## src/hw/odr_pkg.sv

```systemverilog
// Package of constants and types for the octal register block
package odr_pkg;
  // ------------------------------------------------------------
  // Widths
  // ------------------------------------------------------------
  localparam int ODR_WIDTH = 8;
  // ------------------------------------------------------------
  // APB register map (byte addresses)
  // ------------------------------------------------------------
  localparam logic [11:0] ODR_CTRL_ADDR = 12'h000;
  localparam logic [11:0] ODR_DATA_ADDR = 12'h004;
  localparam logic [11:0] ODR_STAT_ADDR = 12'h008;
  localparam logic [11:0] ODR_ID_ADDR = 12'h00C;
  // ------------------------------------------------------------
  // Control register field positions and reset value
  // ------------------------------------------------------------
  localparam int ODR_CTRL_SW_CLEAR_BIT = 0;
  localparam int ODR_CTRL_SW_HOLD_BIT = 1;
  localparam int ODR_CTRL_SW_FLOAT_BIT = 2;
  localparam logic [2:0] ODR_CTRL_RST = 3'h0;
  // ------------------------------------------------------------
  // Status register field positions
  // ------------------------------------------------------------
  localparam int ODR_STAT_DRIVE_BIT = 0;
  localparam int ODR_STAT_CLEAR_BIT = 1;
  localparam int ODR_STAT_LOAD_BIT = 2;
  // Identity value, arbitrary
  localparam logic [31:0] ODR_ID_VALUE = 32'h0000_0A5A;
  // Reset value of the stored byte
  localparam logic [7:0] ODR_STORE_RST = 8'h00;
  // ------------------------------------------------------------
  // Operating mode of the store
  // ------------------------------------------------------------
  typedef enum logic [2:0]
  {
    ODR_MODE_CLEAR = 3'b001,
    ODR_MODE_HOLD = 3'b010,
    ODR_MODE_LOAD = 3'b100
  } odr_mode_t;
endpackage

```

## src/hw/odr_ctl_if.sv

```systemverilog
// Interface carrying the control lines from top to store module
`timescale 1ns/1ps
interface odr_ctl_if;
  logic zeroAll; // Active high clear request
  logic load; // Active high load request
  logic [7:0] dataIn; // Synchronised input byte
  logic [7:0] stored; // Stored byte
  modport ctl (output zeroAll, output load, output dataIn, input stored);
  modport store (input zeroAll, input load, input dataIn, output stored);
endinterface // odr_ctl_if

```

## src/hw/odr_store.sv

```systemverilog
// Eight-bit store with clear priority over load
`timescale 1ns/1ps
module odr_store
  import odr_pkg::*;
(
  input wire logic clk, // System clock
  input wire logic rst, // Asynchronous reset, active high
  odr_ctl_if.store ctl // Control and data lines
);
  logic [7:0] store_q;
  logic [7:0] store_d;

  // Next value per bit; one loop serves all eight
  for (genvar i = 0; i < ODR_WIDTH; i++)
  begin : g_bit
    always_comb
    begin
      if (ctl.zeroAll)
        store_d[i] = 1'b0;
      else if (ctl.load)
        store_d[i] = ctl.dataIn[i];
      else
        store_d[i] = store_q[i];
    end
  end

  // Registered store; output gating never reaches it
  always_ff @(posedge clk or posedge rst)
  begin
    if (rst)
      store_q <= ODR_STORE_RST;
    else
      store_q <= store_d;
  end

  assign ctl.stored = store_q;
endmodule // odr_store

```

## src/hw/odr_octal_reg.sv

```systemverilog
// Top of the octal clearable register with gated bus drive
//
// The address map and the APB interface to the registers were chosen for this implementation.
`timescale 1ns/1ps
module odr_octal_reg
  import odr_pkg::*;
#(
  parameter int WIDTH = 8 // Data width
)
(
  input wire logic clk, // System clock, 100 MHz
  input wire logic rst, // Asynchronous reset, active high
  input wire logic [7:0] data_in, // Data pins
  input wire logic load_enable_n, // Load enable pin, active low
  input wire logic zero_all_n, // Clear pin, active low
  input wire logic drive_gate_1_n, // Drive gate 1, active low
  input wire logic drive_gate_2_n, // Drive gate 2, active low
  input wire logic drive_gate_3_n, // Drive gate 3, active low
  output logic [7:0] data_out, // Output data value
  output logic [7:0] data_out_oe, // Output enable per bit, high drives
  input wire logic psel, // APB select
  input wire logic penable, // APB enable
  input wire logic pwrite, // APB direction
  input wire logic [11:0] paddr, // APB address
  input wire logic [31:0] pwdata, // APB write data
  output logic [31:0] prdata, // APB read data
  output logic pready, // APB ready
  output logic pslverr // APB error
);
  // ------------------------------------------------------------
  // Elaboration check
  // ------------------------------------------------------------
  if (WIDTH != ODR_WIDTH)
  begin : g_bad_width
    $error("odr_octal_reg supports only eight bits");
  end

  // ------------------------------------------------------------
  // Pin synchronisers: three stages, accept on stage 2/3 agreement
  // ------------------------------------------------------------
  // Positions of the control pins inside the pin word
  localparam int PIN_LOAD = 8;
  localparam int PIN_CLEAR = 9;
  localparam int PIN_GATE1 = 10;
  localparam int PIN_GATE3 = 12;
  localparam int NPIN = 13;
  // Idle pin levels: gates, clear and load enable high, data low
  localparam logic [NPIN-1:0] SYNC_IDLE = 13'h1F00;
  // The pin word must hold the data pins and the five control pins
  if (NPIN != ODR_WIDTH + 5 || PIN_GATE3 != NPIN - 1)
  begin : g_bad_npin
    $error("odr_octal_reg pin word does not match the pin list");
  end
  logic [NPIN-1:0] pinRaw;
  logic [NPIN-1:0] s1_q, s2_q, s3_q, pin_q;
  logic [NPIN-1:0] s1_d, s2_d, s3_d, pin_d;
  assign pinRaw = {drive_gate_3_n, drive_gate_2_n, drive_gate_1_n,
                   zero_all_n, load_enable_n, data_in};

  // Accepted pin levels under their own names
  logic [7:0] dataSync;
  logic loadSyncN;
  logic clearSyncN;
  logic [2:0] gateSyncN;
  assign dataSync = pin_q[PIN_LOAD-1:0];
  assign loadSyncN = pin_q[PIN_LOAD];
  assign clearSyncN = pin_q[PIN_CLEAR];
  assign gateSyncN = pin_q[PIN_GATE3:PIN_GATE1];

  // Stage chain; stage 1 feeds only stage 2
  always_comb
  begin
    s1_d = pinRaw;
    s2_d = s1_q;
    s3_d = s2_q;
    pin_d = pin_q;
    for (int i = 0; i < NPIN; i++)
    begin
      if (s2_q[i] == s3_q[i])
        pin_d[i] = s3_q[i];
    end
  end

  // Inactive levels at reset: gates and clear high, load off
  always_ff @(posedge clk or posedge rst)
  begin
    if (rst)
    begin
      s1_q <= SYNC_IDLE;
      s2_q <= SYNC_IDLE;
      s3_q <= SYNC_IDLE;
      pin_q <= SYNC_IDLE;
    end
    else
    begin
      s1_q <= s1_d;
      s2_q <= s2_d;
      s3_q <= s3_d;
      pin_q <= pin_d;
    end
  end

  // ------------------------------------------------------------
  // APB control register
  // ------------------------------------------------------------
  logic [2:0] ctrl_q;
  logic [2:0] ctrl_d;
  logic [31:0] rdata_q;
  logic [31:0] rdata_d;
  logic err_q;
  logic err_d;
  logic access;
  logic [7:0] storedByte;
  logic gatesOpen;
  odr_mode_t mode;
  logic [31:0] statusWord;
  assign access = psel && penable;

  // Status word assembled from its field positions
  always_comb
  begin
    statusWord = 32'h0000_0000;
    statusWord[ODR_STAT_DRIVE_BIT] = gatesOpen;
    statusWord[ODR_STAT_CLEAR_BIT] = (mode == ODR_MODE_CLEAR);
    statusWord[ODR_STAT_LOAD_BIT] = (mode == ODR_MODE_LOAD);
  end

  // Decode; unmapped addresses answer with pslverr and zero data
  // Read data is taken in the setup cycle, so the access cycle only shows it
  // Writes to read-only words are dropped without an error
  always_comb
  begin
    ctrl_d = ctrl_q;
    rdata_d = 32'h0000_0000;
    err_d = 1'b0;
    if (psel && !penable)
    begin
      if (paddr == ODR_CTRL_ADDR)
        rdata_d = {29'h0, ctrl_q};
      else if (paddr == ODR_DATA_ADDR)
        rdata_d = {24'h0, storedByte};
      else if (paddr == ODR_STAT_ADDR)
        rdata_d = statusWord;
      else if (paddr == ODR_ID_ADDR)
        rdata_d = ODR_ID_VALUE;
      else
        err_d = 1'b1;
    end
    else
    begin
      rdata_d = rdata_q;
      err_d = err_q;
    end
    if (access && pwrite && paddr == ODR_CTRL_ADDR)
      ctrl_d = pwdata[2:0];
  end

  always_ff @(posedge clk or posedge rst)
  begin
    if (rst)
    begin
      ctrl_q <= ODR_CTRL_RST;
      rdata_q <= 32'h0000_0000;
      err_q <= 1'b0;
    end
    else
    begin
      ctrl_q <= ctrl_d;
      rdata_q <= rdata_d;
      err_q <= err_d;
    end
  end

  // Single access cycle, so ready is always high
  assign pready = 1'b1;
  // Masked outside a read so an idle bus sees zero
  assign prdata = (access && !pwrite) ? rdata_q : 32'h0000_0000;
  assign pslverr = access && err_q;

  // ------------------------------------------------------------
  // Mode selection and store
  // ------------------------------------------------------------
  // Clear first, then load unless held, else hold; the software bits act like the pins
  always_comb
  begin
    if (!clearSyncN || ctrl_q[ODR_CTRL_SW_CLEAR_BIT])
      mode = ODR_MODE_CLEAR;
    else if (!loadSyncN && !ctrl_q[ODR_CTRL_SW_HOLD_BIT])
      mode = ODR_MODE_LOAD;
    else
      mode = ODR_MODE_HOLD;
  end

  odr_ctl_if ctlBus();
  assign ctlBus.zeroAll = (mode == ODR_MODE_CLEAR);
  assign ctlBus.load = (mode == ODR_MODE_LOAD);
  assign ctlBus.dataIn = dataSync;
  assign storedByte = ctlBus.stored;

  odr_store u_store
  (
    .clk(clk),
    .rst(rst),
    .ctl(ctlBus)
  );

  // ------------------------------------------------------------
  // Output drive: one gate term shared by all bits
  // ------------------------------------------------------------
  // Gates touch only the enables and the status drive bit, never the store
  assign gatesOpen = (gateSyncN == 3'h0)
                     && !ctrl_q[ODR_CTRL_SW_FLOAT_BIT];
  // The store stays visible while floating; only the enables change
  assign data_out = storedByte;
  assign data_out_oe = gatesOpen ? 8'hFF : 8'h00;
endmodule // odr_octal_reg

```

## config.mk

```make
export PLATFORM = sky130hd
export DESIGN_NAME = odr_octal_reg
export DESIGN_NICKNAME = d
export VERILOG_FILES = /design/src/hw/odr_pkg.sv /design/src/hw/odr_ctl_if.sv /design/src/hw/odr_store.sv /design/src/hw/odr_octal_reg.sv
export SDC_FILE = /design/constraint.sdc
export NUM_CORES = 1
export LEC_CHECK = 0
export BUFFER_PORTS_ARGS = -buffer_cell sky130_fd_sc_hd__buf_2
export CORE_ASPECT_RATIO = 1.1
export CORE_MARGIN = 3
export CORE_UTILIZATION = 38
export CTS_CLUSTER_DIAMETER = 150
export DETAILED_ROUTE_END_ITERATION = 10
export PLACE_DENSITY = 0.7
export SYNTH_ARGS = -nofsm -noshare
export SYNTH_HDL_FRONTEND = slang
export SYNTH_SLANG_ARGS = --single-unit
```

## constraint.sdc

```tcl
create_clock -name clk -period 2.5 [get_ports clk]
set_input_delay 0.25 -clock clk [delete_from_list [all_inputs] [get_ports clk]]
set_output_delay 0.25 -clock clk [all_outputs]
set_load 0.02 [all_outputs]
```

==> results of run 1 <==
## sequential cells by signal (all words and copies together) (netlist names)
name and flops:
s3_q 13, s1_q 13, rdata_q 9, ctrl_q 3, s2_q 13, pin_q 13, u_store.ctl.stored 8, err_q 1
## cell usage in the layout (no fill, tap or decap), types with 3 or more instances in the layout
master         Yosys  routed
buf_2              1      59
a21oi_1            8       8
nor2_1             6       6
clkbuf_8           0      10
dfrtp_1           53      53
maj3_1            13      13
nand2_1           28      28
o21ai_0            7       7
conb_1             2      23
mux2_1             3       3
nor2b_1            3       3
dfstp_2           20      20
and2_1             9       9
dlygate4sd3_1      0      11
## final timing paths
kind	slack, ns	endpoint	startpoint	depth (start not counted)
min in group asynchronous	0.49	s1_q[0]$_DFF_PP0_	rst	3
worst max register to register	1.19	rdata_q[2]$_DFFE_PP0P_	pin_q[9]$_DFFE_PP1N_	3
max in group asynchronous	1.33	pin_q[8]$_DFFE_PP1N_	rst	4
worst min register to register	0.35	s2_q[5]$_DFF_PP0_	s1_q[5]$_DFF_PP0_	0
worst max-delay path	0.92	data_out_oe[6]	pin_q[11]$_DFFE_PP1N_	3
worst min-delay path	0.02	s1_q[7]$_DFF_PP0_	data_in[7]	1
## per-stage QoR
step	area (um^2)	power, mW	setup slack (ns)	instances
detailed placement	3000	1.54	1.01	341
floorplan	2840	1.50	0.430	235
finish	3280	2.32	0.922	368
global route	3280	2.43	0.840	368
CTS	3280	2.35	0.894	368
global placement	3000	1.53	1.03	341
## per-layer routing
metal	global-route usage	part of all wire
met1	0.128	0.42
met2	0.173	0.50
met3	0.0432	0.072
met4	0.0537	0.012
met5	0	0
## power groups by stage
stage               logic [mW]  registers, mW  clock network, mW
floorplan                0.172           1.33                  0
global placement         0.217           1.32                  0
detailed placement       0.221           1.32                  0
CTS                      0.234           1.30              0.816
global route             0.259           1.31              0.865
finish                   0.229           1.30              0.788
## area by class of cell
| class | instances | area (um^2) | share of cell area |
|---|---|---|---|
| Clock inverter | 4 | 28.8 | 0.00876 |
| Inverter | 2 | 7.51 | 0.00229 |
| Tap cell | 82 | 103 | 0.0312 |
| Clock buffer | 12 | 145 | 0.0442 |
| Multi-Input combinational cell | 123 | 716 | 0.218 |
| Sequential cell | 73 | 1850 | 0.564 |
| Timing Repair Buffer | 72 | 433 | 0.132 |
## timing repair
action / 4_1_cts / 5_1_grt
setup endpoints to repair: 0 / 0
hold buffers: 11 / 0
endpoints found under the hold margin: 18 / 0
## cell families after synthesis
group                      Yosys count
AOI/OAI and AO/OA                   21
adders and majority gates           13
other                                2
and+or+nand+nor                     61
DFF                                 73
muxes                                5
buffers and inverters               39
## critical path: stages (launching register included)
cell and delay (ns):
dfstp_2 0.37, nor4_1 0.26, buf_4 0.19, buf_2 0.17
==> qor.yml, run 1 <==
status: "finished, final reports clean"
hpwlAfterDp_um: 3190
grt_util_all_layers: 0.109
worstSetupPathType: "register to output pin"
grt_max_degree: 51
synth_seq_cells: 73
clock_skew_ns: 0.00669
initial_core_util: 0.404
area_growth_syn_to_layout_pct: 19.0
yosys_warnings: 0
portBuffers: 59
synth_seq_area_share: 0.671
switching_share: 0.251
startpoint_type: "register"
switchingPower_mw: 0.581
synth_largest_area_cell: "dfrtp_1"
worstSetupEndpointType: "output pin"
worst_hold_slack_ns: 0.0178
fin_crit_sh: 0.631
synth-edff-count: 0
cts.path.max_buffers: 2
clkLatencyLatePin_ns: 0.33
die_area_um2: 8320
drtAntennaViolNets: 0
synth_cell_types: 35
synth_common_cells: "53 x dfrtp_1, 33 x buf_4, 28 x nand2_1, 20 x dfstp_2, 13 x maj3_1"
power.static_leakage_nw: 1.56
num_io_pins: 112
synth_top_family_by_area: "simple AND/OR/NAND/NOR gates"
cts_tree: "done"
clkPwrFrac: 0.340
power.density_nw_per_um2: 705
syn_inst: 214
fin_crit_ns: 1.58
syn-cell-area_um2: 2760
drtIter0Drc: 51
layout.nets: 343
yosysMostFrequentCell: "dfrtp_1"
routed_wl_um: 4290
setup_tns_ns: 0
rsz0062_at_grt: "false"
synthArstFlopShare: 1.00
place.gp.congestion: 0.740
p_seq_frac: 0.560
synth_xor_area_frac: 0
die_width_um: 87.3
synth.area.mux_share: 0.0199
rows: 31
cts-root-buf: "clkbuf_8"
utilization: 0.481
avgSynthCellArea_um2: 12.9
post_cts_buffers: 0
grt_pass1_vias: 1457
numCtsBuffers: 9
synth_ff_type: "dfrtp_1"
peakVddDrop_v: 0.000386
antenna_found_initial: 0
crit_arrival_ns: 1.33
diodes: 0
drc: 0
grt_overflow: 0
synthTopCellsByArea: "dfrtp_1 48%, dfstp_2 19%, buf_4 9.0%"
drv_cap: 0
drive_above_1_share: 0.353
grt_pass1_wl_um: 6710
hold_viol_final: 0
path_clk_slew_ns: 0.07
p_int_mw: 1.73
vias: 1542
cts_resized: 0
die-height_um: 95.4
wl_per_cell_um: 11.7
setup-violations-final: 0
power_frac_comb: 0.099
cp_data_required_time_ns: 2.25
post_synth_fa_ha_maj_area_fraction: 0.0471
synthSimpleGateAreaFrac: 0.116
hold_class: "primary input to register"
fill_cells: 620
coreArea_um2: 6830
viasPerCell: 4.19
synth_top_area_frac: 0.481
max_freq_ghz: 0.634
firstDrtPassIters: 4
maxSlewViolCount: 0
synth-compound-area-share: 0.0449
htree_levels: 3
crit_fanout: 9
cts.sinks: 73
(Power assumes the default switching activity.)
==> run 2, diff against run 1 <==
--- a/config.mk
+++ b/config.mk
@@ -11,7 +11,7 @@
 export CORE_UTILIZATION = 38
 export CTS_CLUSTER_DIAMETER = 150
 export DETAILED_ROUTE_END_ITERATION = 10
-export PLACE_DENSITY = 0.7
+export PLACE_DENSITY = 0.73
 export SYNTH_ARGS = -nofsm -noshare
 export SYNTH_HDL_FRONTEND = slang
 export SYNTH_SLANG_ARGS = --single-unit
==> constraint.sdc (replaced) <==
create_clock -name clk -period 1.4 [get_ports clk]
set_input_delay 0.14 -clock clk [delete_from_list [all_inputs] [get_ports clk]]
set_output_delay 0.14 -clock clk [all_outputs]
set_load 0.02 [all_outputs]
==> qor.yml, run 2 (synthesized netlist as in run 1, its figures left out) <==
fin_crit_ns: 1.48
max_stage_delay_ns: 0.39  # +0.02 ns
grt_max_degree: 26  # -49%
rows: 31  # unchanged
grt_pass1_vias: 1686  # +16%
portBuffers: 59  # unchanged
drv_cap: 0  # unchanged
fill_cells: 612  # -1.3%
peakVddDrop_v: 0.000653  # +69%
setup_ws_ns: -0.0831  # -1.00 ns
path_clk_slew_ns: 0.07  # about the same
r2r_cells: 7  # +4
worst_hold_slack_ns: 0.0290  # +0.0111 ns
die_width_um: 87.3  # unchanged
final_common_cell: "dfrtp_1"
num_io_pins: 112  # unchanged
viasPerCell: 4.37  # +4.3%
status: "finished with violations"
hold_class: "primary input to register"
worstSetupPathType: "register to output pin"
drtIter0Drc: 50  # -2.0%
max_freq_ghz: 0.674
coreArea_um2: 6830  # unchanged
holdPathEnd: "ctrl_q[1]$_DFFE_PP0P_"
worstSetupEndpointType: "output pin"
holdPathStages: 2  # +1
htree_levels: 3  # unchanged
worstHoldStart: "pwdata[1]"
grt_pass1_wl_um: 7590  # +13%
layout.nets: 358  # +4.4%
startpoint_type: "register"
clkLatencyLatePin_ns: 0.34  # about the same
vias: 1674  # +8.6%
diodes: 0  # unchanged
cts.sinks: 73  # unchanged
drive_above_1_share: 0.385  # +0.0322
drtAntennaViolNets: 0  # unchanged
crit_fanout: 4  # -5
violations: "negative setup slack"
power.static_leakage_nw: 1.63  # +4.6%
setup-violations-final: 9  # +9
fin_crit_sh: 1.06
wl_met3_um: 222  # -28%
hold_viol_final: 0  # unchanged
cp_top_family: "flip-flops"
antenna_found_initial: 0  # unchanged
preCtsSetupSlack_ns: 0.0555  # -0.955 ns
r2r_slack_ns: -0.04  # -1.23 ns
worstReg2RegEnd: "rdata_q[0]$_DFFE_PP0P_"
grt_util_all_layers: 0.121  # +0.0121
cts_tree: "done"
place.gp.congestion: 0.745  # +0.68%
cts.path.max_buffers: 2  # unchanged
utilization: 0.505  # +0.0238
clock_skew_ns: 0.00530  # -0.00139 ns
cp_slowest_cell: "dfstp_2"
reg2reg_from: "pin_q[11]$_DFFE_PP1N_"
crit_arrival_ns: 1.34  # about the same
maxSlewViolCount: 0  # unchanged
path_cells: "nor4_4 -> buf_2 -> buf_4"
rsz0062_at_grt: "true"
route.met2.wl_um: 2430  # +14%
power.density_nw_per_um2: 1240  # +76%
cts-root-buf: "clkbuf_8"
die_area_um2: 8320  # unchanged
drc: 0  # unchanged
mostFrequentLayoutCells: "53 x dfrtp_1, 52 x buf_2, 28 x nand2_1"
wl_per_cell_um: 12.0  # +2.7%
initial_core_util: 0.404  # unchanged
path_buf_inv: 2  # unchanged
die-height_um: 95.4  # unchanged
dr.max_layer_used: "met4"
cp_data_required_time_ns: 1.26  # -0.99 ns
routed_wl_um: 4590  # +6.9%
grt_overflow: 0  # unchanged
wl_met1_um: 1810  # +1.1%
finalPower_mw: 4.27  # +85%
area_growth_syn_to_layout_pct: 24.9
firstDrtPassIters: 4  # unchanged
numCtsBuffers: 9  # unchanged
hpwlAfterDp_um: 3390  # +6.4%
[run 2: power breakdown]
part / switching (mW) / internal [mW]
Combinational: 0.274 / 0.189
Sequential: 0.0697 / 2.25
Clock: 0.814 / 0.672
[run 2: how the worst max path moves through the flow]
stage / startpoint / endpoint / cells after the start
floorplan: pin_q[11]$_DFFE_PP1N_ / data_out_oe[0] / 2
global placement: paddr[9] / ctrl_q[2]$_DFFE_PP0P_ / 4
detailed placement: paddr[5] / ctrl_q[0]$_DFFE_PP0P_ / 4
CTS: pin_q[12]$_DFFE_PP1N_ / data_out_oe[3] / 3
global route: pin_q[12]$_DFFE_PP1N_ / data_out_oe[2] / 3
finish: pin_q[12]$_DFFE_PP1N_ / data_out_oe[3] / 3
[run 2: layer usage]
metal  vias up  GRT usage
li1        823          -
met1       794      0.138
met2        47      0.204
met3        10     0.0242
met4         0     0.0806
met5         -          0
[run 2: timing repair]
action / in CTS / in global routing
buffers inserted: 2 / 1
hold buffers: 15 / 0
endpoints found under the setup margin: 8 / 9
hold endpoints to repair: 69 / 0
pin swaps: 1 / 2
gates resized for setup: 10 / 2
cloned: 1 / 0
[run 2: cell type report]
class,count,area [um^2],area share
flip-flops and latches,73,1850,0.537
clock buffers,9,124,0.0359
inverters,2,11.3,0.00327
repair buffers,87,561,0.163
well taps,82,103,0.0298
multi-input cells,123,736,0.213
clock inverters,7,61.3,0.0178
[run 2: metrics by stage]
stage | setup TNS [ns] | cell area (um^2) | instances
finish | -0.623 | 3450 | 383
global route | -1.26 | 3450 | 383
CTS | -0.851 | 3430 | 382
detailed placement | 0 | 3050 | 348
global placement | 0 | 3050 | 348
floorplan | 0 | 2850 | 235
==> run 3, diff against run 2 <==
--- a/config.mk
+++ b/config.mk
@@ -14,4 +14,5 @@
 export PLACE_DENSITY = 0.73
 export SYNTH_ARGS = -nofsm -noshare
 export SYNTH_HDL_FRONTEND = slang
+export SYNTH_HIERARCHICAL = 1
 export SYNTH_SLANG_ARGS = --single-unit
==> qor.yml, run 3 <==
worstHoldStart: "pwdata[2]"
cts.sinks: 73  # unchanged
initial_core_util: 0.396  # -0.00878
holdPathStages: 2  # unchanged
syn_inst: 200  # -6.5%
die_area_um2: 8490  # +2.0%
cts.path.max_buffers: 2  # unchanged
cts-root-buf: "clkbuf_8"
yosysMostFrequentCell: "dfrtp_1"
fin_crit_sh: 1.19  # +0.126
crit_fanout: 8  # +4
synth_ff_type: "dfrtp_1"
setup_ws_ns: -0.260  # -0.176 ns
max_freq_ghz: 0.603  # -11%
startpoint_type: "register"
layout.nets: 339  # -5.3%
hold_viol_final: 0  # unchanged
power.density_nw_per_um2: 1270  # +2.8%
setup-violations-final: 9  # unchanged
place.gp.congestion: 0.708  # -4.9%
status: "finished with violations"
grt_pass1_wl_um: 7550  # -0.55%
firstDrtPassIters: 4  # unchanged
fin_crit_ns: 1.66  # +0.176 ns
hpwlAfterDp_um: 3280  # -3.2%
grt_max_degree: 66  # +150%
wl_per_cell_um: 12.6  # +5.1%
syn-cell-area_um2: 2820  # +2.1%
synth-edff-count: 0  # unchanged
worstReg2RegEnd: "rdata_q[0]$_DFFE_PP0P_"
reg2reg_from: "pin_q[11]$_DFFE_PP1N_"
routed_wl_um: 4620  # +0.72%
power.static_leakage_nw: 1.69  # +3.2%
hold_class: "primary input to register"
path_clk_slew_ns: 0.07  # about the same
fin_cells: 367  # -4.2%
area_growth_syn_to_layout_pct: 25.7
cts_tree: "done"
final_common_cell: "dfrtp_1"
htree_levels: 3  # unchanged
rsz0062_at_grt: "true"
diodes: 0  # unchanged
holdPathEnd: "ctrl_q[2]$_DFFE_PP0P_"
numCtsBuffers: 9  # unchanged
mostFrequentLayoutCells: "53 x dfrtp_1, 51 x buf_2, 23 x conb_1"
maxSlewViolCount: 0  # unchanged
die-height_um: 96.3  # +1.0%
portBuffers: 59  # unchanged
drtIter0Drc: 27  # -46%
num_io_pins: 112  # unchanged
drv_cap: 0  # unchanged
r2r_cells: 5  # -2
peakVddDrop_v: 0.000680  # +4.1%
path_cells: "or4_4 -> inv_8 -> buf_6"
synth_largest_area_cell: "dfrtp_1"
synth_top_area_frac: 0.470  # -0.0100
avgSynthCellArea_um2: 14.1  # +9.3%
max_stage_delay_ns: 0.58  # +0.19 ns
vias: 1574  # -6.0%
synthTopCellsByArea: "dfrtp_1 47%, dfstp_2 19%, buf_4 8.5%"
fill_cells: 648  # +5.9%
synth_cell_types: 32  # -8.6%
r2r_slack_ns: -0.10  # -0.06 ns
die_width_um: 88.1  # +0.99%
cp_top_family: "simple AND/OR/NAND/NOR gates"
drtAntennaViolNets: 0  # unchanged
worst_hold_slack_ns: 0.0356  # +0.00657 ns
rows: 32  # +3.2%
clkLatencyLatePin_ns: 0.34  # about the same
synthArstFlopShare: 1.00  # unchanged
crit_arrival_ns: 1.52  # +0.18 ns
violations: "negative setup slack"
coreArea_um2: 7130  # +4.4%
viasPerCell: 4.29  # -1.9%
grt_pass1_vias: 1534  # -9.0%
synth_common_cells: "53 x dfrtp_1, 32 x buf_4, 20 x dfstp_2, 14 x nor2_1, 13 x maj3_1"
drc: 0  # unchanged
antenna_found_initial: 0  # unchanged
cp_slowest_cell: "or4_4"
placed_cell_area_um2: 3080  # +0.90%
synth_seq_area_share: 0.657  # -0.0140
synth_seq_cells: 73  # unchanged
worstSetupPathType: "register to output pin"
cp_data_required_time_ns: 1.26  # about the same
design_area_um2: 3540  # +2.8%
clock_skew_ns: 0.00511  # -0.000191 ns
yosys_warnings: 6  # +6
dp_cells: 333  # -4.3%
worstSetupEndpointType: "output pin"
grt_util_all_layers: 0.119  # -0.00166
drive_above_1_share: 0.426  # +0.0401
grt_overflow: 0  # unchanged
path_buf_inv: 2  # unchanged
==> run 3: cell type report <==
type	count	area (um^2)	share of cell area
Clock buffer	13	203	0.0572
Clock inverter	3	16.3	0.00459
Inverter	4	26.3	0.00742
Multi-Input combinational cell	107	766	0.216
Sequential cell	73	1850	0.523
Tap cell	85	106	0.0300
Timing Repair Buffer	82	573	0.162
==> run 3: metal layers <==
layer	share of wire	track usage
met5	0	0
met4	0.018	0.0529
met3	0.064	0.0420
met2	0.49	0.188
met1	0.43	0.147
==> run 3: stage by stage <==
| stage | TNS (ns) | utilization | setup slack, ns | power (mW) |
|---|---|---|---|---|
| 2_1_floorplan | 0 | - | 0.0528 | 2.69 |
| 3_3_place_gp | 0 | 0.432 | 0.0337 | 2.76 |
| 3_5_place_dp | 0 | 0.432 | 0.0103 | 2.78 |
| 4_1_cts | -2.24 | 0.493 | -0.282 | 4.57 |
| 5_1_grt | -2.63 | 0.497 | -0.312 | 4.75 |
| 6_report | -2.16 | 0.497 | -0.260 | 4.52 |
==> run 3: worst max path at each step <==
stage,from,to,slack [ns],cells past startpoint
after global routing,pin_q[11]$_DFFE_PP1N_,data_out_oe[6],-0.31,3
final,pin_q[11]$_DFFE_PP1N_,data_out_oe[5],-0.26,3
after detailed placement,pin_q[11]$_DFFE_PP1N_,data_out_oe[5],0.01,3
after global placement,pin_q[11]$_DFFE_PP1N_,data_out_oe[0],0.03,3
after floorplan,pin_q[11]$_DFFE_PP1N_,data_out_oe[0],0.05,3
after CTS,pin_q[12]$_DFFE_PP1N_,data_out_oe[6],-0.28,3
==> run 3: worst register-to-register path: cells and delay by family, from the launching register on <==
| kind | cells | cell delay (ns) |
|---|---|---|
| DFF | 1 | 0.37 |
| AOI/OAI and AO/OA | 2 | 0.23 |
| and+or+nand+nor | 1 | 0.58 |
| buffers and inverters | 2 | 0.26 |
==> run 3: timing repair <==
item                                   4_1_cts  5_1_grt
setup buffers                                2        2
gates resized for setup                     21        3
endpoints found under the hold margin       66        0
gates cloned                                 0        0
setup endpoints to repair                    9       17
hold buffers                                14        0
pin swaps                                    1        2
==> run 3: power by group <==
| group | total (mW) | leakage (nW) | internal (mW) | switching (mW) |
|---|---|---|---|---|
| Sequential | 2.32 | 0.869 | 2.25 | 0.0670 |
| Clock | 1.70 | 0.115 | 0.963 | 0.739 |
| Combinational | 0.495 | 0.703 | 0.216 | 0.279 |
| Total | 4.52 | 1.69 | 3.43 | 1.08 |
==> run 3: cells by family (layout without fill, tap and decap cells) <==
| family | Yosys count | after routing | synth area share |
|---|---|---|---|
| flops | 73 | 73 | 0.657 |
| simple gates | 44 | 44 | 0.100 |
| buf+inv | 41 | 102 | 0.103 |
| mux | 14 | 14 | 0.0568 |
| fa+ha+maj | 13 | 13 | 0.0462 |
| compound gates | 13 | 13 | 0.0342 |
| other cells | 2 | 23 | 0.00266 |
